==> config.mk <==
export PLATFORM = sky130hd
export DESIGN_NAME = sap_ctrl
export DESIGN_NICKNAME = d
export VERILOG_FILES = /design/src/rtl/sap_pkg.sv /design/src/rtl/sap_ctrl.sv
export VERILOG_INCLUDE_DIRS = /design/src /design/src/rtl
export SDC_FILE = /design/constraint.sdc
export NUM_CORES = 2
export LEC_CHECK = 0
export BUFFER_PORTS_ARGS = -buffer_cell sky130_fd_sc_hd__buf_2
export CORE_ASPECT_RATIO = 1.5
export CORE_MARGIN = 4
export CORE_UTILIZATION = 35
export DETAILED_ROUTE_END_ITERATION = 10
export SLEW_MARGIN = 20
export SYNTH_ARGS = -nofsm -noshare
export SYNTH_HDL_FRONTEND = slang
export SYNTH_SLANG_ARGS = --single-unit
==> constraint.sdc <==
create_clock -name pclk -period 4.19 [get_ports pclk]
set_input_delay 0.6285 -clock pclk [delete_from_list [all_inputs] [get_ports pclk]]
set_output_delay 0.6285 -clock pclk [all_outputs]
set_load 0.03 [all_outputs]
==> src/rtl/sap_defines.svh <==
// Purpose: Offsets, field positions and reset values of the serial audio port
// Assumes: 32-bit APB data, one register per aligned word
// Notes: Definitions only
`ifndef SAP_DEFINES_SVH
`define SAP_DEFINES_SVH

`define SAP_OFS_CTL 12'h000
`define SAP_OFS_CLK 12'h004
`define SAP_OFS_TXQ 12'h008
`define SAP_OFS_RXQ 12'h00C
`define SAP_OFS_STAT 12'h018

`define SAP_CTL_W 19
`define SAP_CLK_W 20
`define SAP_CTL_RESET 19'h00000
`define SAP_CLK_RESET 20'h00000

`define SAP_TXTH_HI 18
`define SAP_TXTH_LO 13
`define SAP_RXTH_HI 12
`define SAP_RXTH_LO 7
`define SAP_TXDMA_BIT 6
`define SAP_RXDMA_BIT 5
`define SAP_TXPOS_BIT 4
`define SAP_RXPOS_BIT 3
`define SAP_TXEN_BIT 2
`define SAP_RXEN_BIT 1
`define SAP_RUN_BIT 0

`define SAP_SCLKEN_BIT 19
`define SAP_SCLKDIV_HI 17
`define SAP_SCLKDIV_LO 9
`define SAP_SYNCDIV_HI 8
`define SAP_SYNCDIV_LO 0

`define SAP_DEPTH 7'h20
`define SAP_WORD_W 16
`define SAP_PTR_W 5
`define SAP_CNT_W 6
`define SAP_VALID_BIT 16

`endif

==> src/rtl/sap_pkg.sv <==
// Purpose: Types of the serial audio port control block
// Assumes: sap_defines.svh holds every number but the 9-bit divider and cycle widths, the 32-entry queue arrays and the 32-bit read data
// Notes: Whole block state is one packed struct
package sap_pkg;
`include "sap_defines.svh"

typedef logic [`SAP_WORD_W-1:0] sap_word_t;
typedef logic [`SAP_PTR_W-1:0] sap_ptr_t;
typedef logic [`SAP_CNT_W-1:0] sap_cnt_t;

typedef struct packed {
    logic [`SAP_CTL_W-1:0] ctl;
    logic [`SAP_CLK_W-1:0] clk;
    logic [8:0] div;
    logic [8:0] cyc;
    logic sclk;
    logic fs;
    logic sout;
    logic first;
    sap_word_t tsh;
    sap_word_t rsh;
    logic s1;
    logic s2;
    logic s3;
    logic sin;
    logic [31:0][`SAP_WORD_W-1:0] tmem;
    logic [31:0][`SAP_WORD_W-1:0] rmem;
    sap_ptr_t trp;
    sap_ptr_t rrp;
    sap_cnt_t tcnt;
    sap_cnt_t rcnt;
    logic [31:0] prdata;
    logic slverr;
} sap_state_s;

endpackage

==> src/rtl/sap_ctrl.sv <==
// Purpose: Main control of a mono 16-bit serial audio port with two 32-word queues
// Assumes: APB slave on pclk; shift clock derived from pclk by enable pulses
// Notes: Overview of operation follows
// Overview of operation
// - Tx threshold bits 18:13; nearly-empty below it
// - Tx nearly-full above 32 minus threshold
// - Zero tx threshold makes tx flags meaningless
// - Rx threshold bits 12:7, same flag pair
// - Bit 6: tx DMA request while not nearly-full
// - Bit 5: rx DMA request while not empty
// - Bit 4: tx MSB with sync or after
// - Bit 3: rx MSB sampled with sync or after
// - Bits 2/1 enable tx/rx queue
// - Clearing a queue enable discards its contents
// - Bit 0 runs the shift state machines
// - Bit 0 low: output quiet, counters reset
// - Clock bit 19 runs shift clock, sync
// - Each queue holds 32 words of 16 bits
//
// Register access over APB and the register offsets are this design's own decisions.
`timescale 1ns/1ps
`include "sap_defines.svh"

module sap_ctrl
    import sap_pkg::*;
(
    // Clock and reset
    input wire logic pclk,
    input wire logic presetn,
    // APB slave
    input wire logic [11:0] paddr,
    input wire logic psel,
    input wire logic penable,
    input wire logic pwrite,
    input wire logic [31:0] pwdata,
    output logic [31:0] prdata,
    output logic pready,
    output logic pslverr,
    // Serial link
    output logic shift_clock,
    output logic frame_sync,
    output logic serial_out,
    input wire logic serial_in,
    // DMA requests
    output logic tx_dma_req,
    output logic rx_dma_req,
    // Queue flags
    output logic tx_nearly_empty,
    output logic tx_nearly_full,
    output logic rx_nearly_empty,
    output logic rx_nearly_full,
    output logic rx_queue_empty
);

////////////////////////////////////////////////////////////////////////////////

function automatic logic mapped(input logic [11:0] a);
    return a == `SAP_OFS_CTL || a == `SAP_OFS_CLK || a == `SAP_OFS_TXQ ||
        a == `SAP_OFS_RXQ || a == `SAP_OFS_STAT;
endfunction

// Flags are raw compares; a zero threshold gives no useful answer
function automatic logic [1:0] near_flags(input sap_cnt_t cnt, input sap_cnt_t th);
    logic ne;
    logic nf;
    ne = {1'b0, cnt} < {1'b0, th};
    // Sum form keeps a threshold above 32 from wrapping into a huge bound
    nf = 7'({1'b0, cnt} + {1'b0, th}) > `SAP_DEPTH;
    return {nf, ne};
endfunction

sap_state_s s;
sap_state_s n;
logic setup;
logic acc_wr;
logic acc_rd;
sap_cnt_t tx_th;
sap_cnt_t rx_th;
logic tpush;
logic tpop;
logic rpush;
logic rpop;
sap_word_t rword;
sap_word_t twd;
logic [8:0] ncyc;
logic [1:0] tfl;
logic [1:0] rfl;

assign setup = psel & ~penable;
assign acc_wr = psel & penable & pwrite;
assign acc_rd = psel & penable & ~pwrite;
assign tx_th = s.ctl[`SAP_TXTH_HI:`SAP_TXTH_LO];
assign rx_th = s.ctl[`SAP_RXTH_HI:`SAP_RXTH_LO];
assign tfl = near_flags(s.tcnt, tx_th);
assign rfl = near_flags(s.rcnt, rx_th);
assign twd = s.tmem[s.trp];

////////////////////////////////////////////////////////////////////////////////

always_comb begin
    n = s;
    tpop = 1'b0;
    rpush = 1'b0;
    rword = s.rsh;
    ncyc = s.cyc;
    // Only the second and third stages are compared
    n.s1 = serial_in;
    n.s2 = s.s1;
    n.s3 = s.s2;
    if (s.s2 == s.s3) begin
        n.sin = s.s3;
    end
    // Read data is captured in setup so the access phase needs no wait
    if (setup) begin
        n.slverr = ~mapped(paddr);
        unique case (paddr)
            `SAP_OFS_CTL: n.prdata = {13'h0000, s.ctl};
            `SAP_OFS_CLK: n.prdata = {12'h000, s.clk};
            `SAP_OFS_TXQ: n.prdata = {15'h0000, s.tcnt != 6'h00, twd};
            `SAP_OFS_RXQ: n.prdata = {15'h0000, s.rcnt != 6'h00, s.rmem[s.rrp]};
            `SAP_OFS_STAT: n.prdata = {11'h000, s.rcnt == 6'h00, rfl[1], rfl[0],
                tfl[1], tfl[0], 4'h0, s.rcnt, s.tcnt};
            default: n.prdata = 32'h00000000;
        endcase
    end
    if (acc_wr && paddr == `SAP_OFS_CTL) begin
        n.ctl = pwdata[`SAP_CTL_W-1:0];
    end
    if (acc_wr && paddr == `SAP_OFS_CLK) begin
        n.clk = pwdata[`SAP_CLK_W-1:0];
    end
    // Shift engine
    if (!s.ctl[`SAP_RUN_BIT]) begin
        n.div = 9'h000;
        n.cyc = 9'h000;
        n.sclk = 1'b0;
        n.fs = 1'b0;
        n.sout = 1'b0;
        n.first = 1'b1;
    end else if (s.clk[`SAP_SCLKEN_BIT]) begin
        if (s.div == s.clk[`SAP_SCLKDIV_HI:`SAP_SCLKDIV_LO]) begin
            n.div = 9'h000;
            n.sclk = ~s.sclk;
            if (!s.sclk) begin
                // Rising edge opens a new shift-clock cycle
                if (s.first || s.cyc >= s.clk[`SAP_SYNCDIV_HI:`SAP_SYNCDIV_LO]) begin
                    ncyc = 9'h000;
                end else begin
                    ncyc = 9'(s.cyc + 9'h001);
                end
                n.cyc = ncyc;
                n.first = 1'b0;
                n.fs = ncyc == 9'h000;
                if (ncyc == 9'h000) begin
                    // An empty queue sends silence rather than stale data
                    tpop = s.ctl[`SAP_TXEN_BIT] && s.tcnt != 6'h00;
                    if (!s.ctl[`SAP_TXPOS_BIT]) begin
                        n.sout = tpop ? twd[15] : 1'b0;
                        n.tsh = tpop ? {twd[14:0], 1'b0} : 16'h0000;
                    end else begin
                        n.sout = 1'b0;
                        n.tsh = tpop ? twd : 16'h0000;
                    end
                end else if (ncyc < 9'(9'h010 + {8'h00, s.ctl[`SAP_TXPOS_BIT]})) begin
                    n.sout = s.tsh[15];
                    n.tsh = {s.tsh[14:0], 1'b0};
                end else begin
                    n.sout = 1'b0;
                end
            end else if (!s.first) begin
                // Falling edge samples the input within the current cycle
                if (s.cyc >= {8'h00, s.ctl[`SAP_RXPOS_BIT]} &&
                        s.cyc < 9'(9'h010 + {8'h00, s.ctl[`SAP_RXPOS_BIT]})) begin
                    rword = {s.rsh[14:0], s.sin};
                    n.rsh = rword;
                    rpush = s.cyc == 9'(9'h00F + {8'h00, s.ctl[`SAP_RXPOS_BIT]});
                end
            end
        end else begin
            n.div = 9'(s.div + 9'h001);
        end
    end
    // Transmit queue
    tpush = acc_wr && paddr == `SAP_OFS_TXQ && s.ctl[`SAP_TXEN_BIT] &&
        s.tcnt != `SAP_CNT_W'(`SAP_DEPTH);
    if (!s.ctl[`SAP_TXEN_BIT]) begin
        n.trp = 5'h00;
        n.tcnt = 6'h00;
    end else begin
        if (tpush) begin
            n.tmem[5'(s.trp + s.tcnt[4:0])] = pwdata[`SAP_WORD_W-1:0];
        end
        if (tpop) begin
            n.trp = 5'(s.trp + 5'h01);
        end
        n.tcnt = 6'(s.tcnt + {5'h00, tpush} - {5'h00, tpop});
    end
    // Receive queue; a word arriving into a full queue is dropped
    rpop = acc_rd && paddr == `SAP_OFS_RXQ && s.prdata[`SAP_VALID_BIT] &&
        s.ctl[`SAP_RXEN_BIT];
    if (!s.ctl[`SAP_RXEN_BIT]) begin
        n.rrp = 5'h00;
        n.rcnt = 6'h00;
    end else begin
        if (rpush && s.rcnt != `SAP_CNT_W'(`SAP_DEPTH)) begin
            n.rmem[5'(s.rrp + s.rcnt[4:0])] = rword;
            n.rcnt = 6'(s.rcnt + 6'h01 - {5'h00, rpop});
        end else begin
            n.rcnt = 6'(s.rcnt - {5'h00, rpop});
        end
        if (rpop) begin
            n.rrp = 5'(s.rrp + 5'h01);
        end
    end
end

always_ff @(posedge pclk or negedge presetn) begin
    if (!presetn) begin
        s <= '0;
        s.ctl <= `SAP_CTL_RESET;
        s.clk <= `SAP_CLK_RESET;
        s.first <= 1'b1;
    end else begin
        s <= n;
    end
end

////////////////////////////////////////////////////////////////////////////////

assign prdata = s.prdata;
assign pready = psel & penable;
assign pslverr = psel & penable & s.slverr;
assign shift_clock = s.sclk;
assign frame_sync = s.fs;
assign serial_out = s.sout;
assign tx_nearly_empty = tfl[0];
assign tx_nearly_full = tfl[1];
assign rx_nearly_empty = rfl[0];
assign rx_nearly_full = rfl[1];
assign rx_queue_empty = s.rcnt == 6'h00;
// Level requests suit a demand-mode controller
assign tx_dma_req = s.ctl[`SAP_TXDMA_BIT] & ~tfl[1];
assign rx_dma_req = s.ctl[`SAP_RXDMA_BIT] & (s.rcnt != 6'h00);
endmodule

==> flow_summary.yaml <==
cts:
  post_cts_buffers: 0
  tritoncts: "built"
  root_buffer: "clkbuf_16"
  h-tree-depth: 3
  clk_pin_slew_ns: 0.07
  clock_sinks: 1165
  clk_latency_ns: 0.76
  clockBufferDepth: 3
  cts_buffers: 117
synth:
  synth_cells: 3892
  synth_top_flop_cell: "dfrtp_1"
  synth_edf_count: 0
  async_reset_ff_share_pct: 100
  syn_avg_cell_area_um2: 14.3
  ys_seq_area_share_pct: 52.3
  synth_area_um2: 55700
  synth_warnings: 0
  synth_cell_types: 71
  synth.ff_latch_count: 1165
power:
  irDropWorstVdd_v: 0.000323
  power_density_nw_per_um2: 368
  switching_power_mw: 5.03
  seq_power_share_pct: 48.6
  switching_share_pct: 21.7
  p_int_mw: 18.1
  pwr-share-comb_pct: 1.9
  p_leak_nw: 29.4
  clock_power_share_pct: 49.5
  total_power_mw: 23.2
floorplan:
  dieHeight_um: 497
  ioPinCount: 94
  die_x_um: 334
  rows: 179
  fp.dieArea_um2: 166000
  coreArea_um2: 158000
  start_util_pct: 35.2
timing:
  hold_viol: 0
  slew_headroom_pct: 29.7
  period_share_pct: 94.8
  final.setup.tns_ns: 0
  max_freq_ghz: 0.252
  finalSetupViolCount: 0
  worst_pin_slew_ns: 1.05
  period_needed_ns: 3.97
  whs_ns: 0.116
  maxSlewViolCount: 0
  finClkSkew_ns: 0.0396
  rsz0062_at_grt: "false"
  layout_setup_ws_ns: 0.219
setup_path:
  worst-r2r-setup-slack_ns: 0.33
  reg2reg_to: "s[43]"
  cp-start-kind: "flop"
  endpoint_kind: "output port"
  worstSetupPathType: "flop to output port"
  arrival_ns: 3.34
  reg2reg_from: "s[1119]"
  worst-path-max-fanout: 5
  cp.required_ns: 3.56
  r2r_cells: 17
global_routing:
  use_met3_pct: 2.25
  grt_util_met2_pct: 33.2
  grt-busiest-layer: "met2"
  track_usage_pct: 18.3
  overflow: 0
  antenna_found_initial: 7
  use_met1_pct: 22.8
  grt_pass1_vias: 35150
  grt_max_degree: 150
  grt_pass1_wl_um: 231000
placed_design:
  place_area_um2: 58700
  gp_congestion: 0.848
  dp.cells: 5881
  dpl.hpwl_um: 101000
  pre_cts_slack_ns: 0.343
  port_buffers: 70
drt:
  ant_nets: 0
  avgViaCountPerCell: 5.44
  drt_iter0_markers: 2054
  via_count: 33174
  routed_wl_um: 152000
  first_pass_iters: 6
  drc: 0
  wl_per_cell_um: 24.9
final_layout:
  nets: 4044
  fin_util_pct: 39.7
  regArea_um2: 29200
  syn_to_final_growth_pct: 12.9
  multiInputGateArea_um2: 24900
  final_cells: 6101
  drive_above_1_share_pct: 43.4
  stdcell_area_um2: 62900
  fill_cells: 14746
worst_hold_path:
  whs_endpoint: "s[1173]"
  hp-start: "pwdata[16]"
  min_path_type: "input port to flop"
  whs_path_depth: 3
flow_run:
  drv_cap: 0
status:
  status: "completed"
-- logic make-up (layout without fill, tap and decap cells) --
kind of cell               Yosys count  count (layout)  synth area share [%]
muxes                             1432            1432                  33.3
AOI/OAI and AO/OA                  323             323                  3.93
adders and majority gates           74              74                  1.72
buffers and inverters              390             505                  3.21
other                                1              14               0.00673
xor gates and xnor gates            43              43                 0.676
and+or+nand+nor                    464             464                  4.88
DFF                               1165            1165                  52.3
-- power by group through the flow --
stage	Combinational [mW]	Sequential, mW	Clock [mW]
finish	0.444	11.3	11.5
global route	0.503	11.2	12.2
CTS	0.460	11.3	11.7
detailed placement	0.457	11.5	0
global placement	0.447	11.5	0
floorplan	0.0992	11.5	0
-- state kept, by name (all words and copies together), names as in the netlist --
name / count
s: 1133
prdata: 21
rx_th: 6
n: 2
frame_sync: 1
serial_out: 1
shift_clock: 1
-- per-layer routing --
layer | share of wire, % | vias up
met5 | 0.0086 | -
met1 | 41 | 17900
met3 | 3.7 | 194
met4 | 2.7 | 2
met2 | 52 | 666
li1 | - | 14412
-- synth_stat cells (all sizes together), types with 28 or more instances --
library cell	number	area [µm²]
a22oi	28	210
dfrtp	1164	29100
nor3	40	280
nand2	114	435
inv	56	210
ha	68	851
mux2	1077	12100
nor2	81	304
mux4	228	5130
nor2b	34	213
buf	135	833
a21oi	43	215
mux2i	127	1270
o21ai	86	430
nand3	48	428
clkbuf	198	743
-- area by class of cell --
class / count / share of cell area, %
Sequential cell: 1165 / 46.4
Multi-Input combinational cell: 2347 / 39.6
Clock buffer: 154 / 5.24
Tap cell: 2081 / 4.14
Timing Repair Buffer: 233 / 2.80
Clock inverter: 61 / 1.47
Inverter: 57 / 0.340
Antenna cell: 3 / 0.0119
-- critical path: stages (launching register included) --
cell	delay, ns
dfrtp_1	0.53
ha_1	0.22
inv_1	0.05
fa_1	0.39
o21bai_1	0.15
a21oi_1	0.12
xnor2_1	0.13
a221oi_1	0.38
nand2_1	0.12
and3_1	0.29
buf_2	0.22
-- timing repair --
action | CTS | global route
setup endpoints to repair | 0 | 1
endpoints found under the hold margin | 32 | 0
hold buffers | 2 | 0
resized for setup | 0 | 1
-- layout by cell type, fill, tap and decap left out, types with 28 or more instances in the layout --
master / synthesis / routed
nand3_1: 33 / 33
a21oi_1: 43 / 43
nand2_1: 113 / 113
buf_2: 42 / 69
mux2i_1: 127 / 127
a22oi_1: 28 / 28
clkbuf_16: 0 / 118
nor2b_1: 34 / 34
o21ai_0: 86 / 86
mux2_2: 1017 / 1017
nor3_1: 29 / 28
dfrtp_1: 1164 / 1157
buf_4: 41 / 147
mux2_1: 60 / 60
nor2_1: 81 / 69
mux4_2: 228 / 228
inv_1: 56 / 56
ha_1: 68 / 68
-- how the worst max path moves through the flow --
stage / endpoint / cells after the start / slack, ns / startpoint
floorplan: s[43] / 18 / 0.28 / s[1119]
global placement: s[43] / 17 / 0.25 / s[1119]
detailed placement: s[43] / 17 / 0.34 / s[1119]
CTS: tx_dma_req / 9 / 0.07 / s[40]
global route: rx_nearly_full / 9 / 0.07 / s[34]
finish: tx_dma_req / 10 / 0.22 / s[39]
Power figures use the tool's default switching activity.
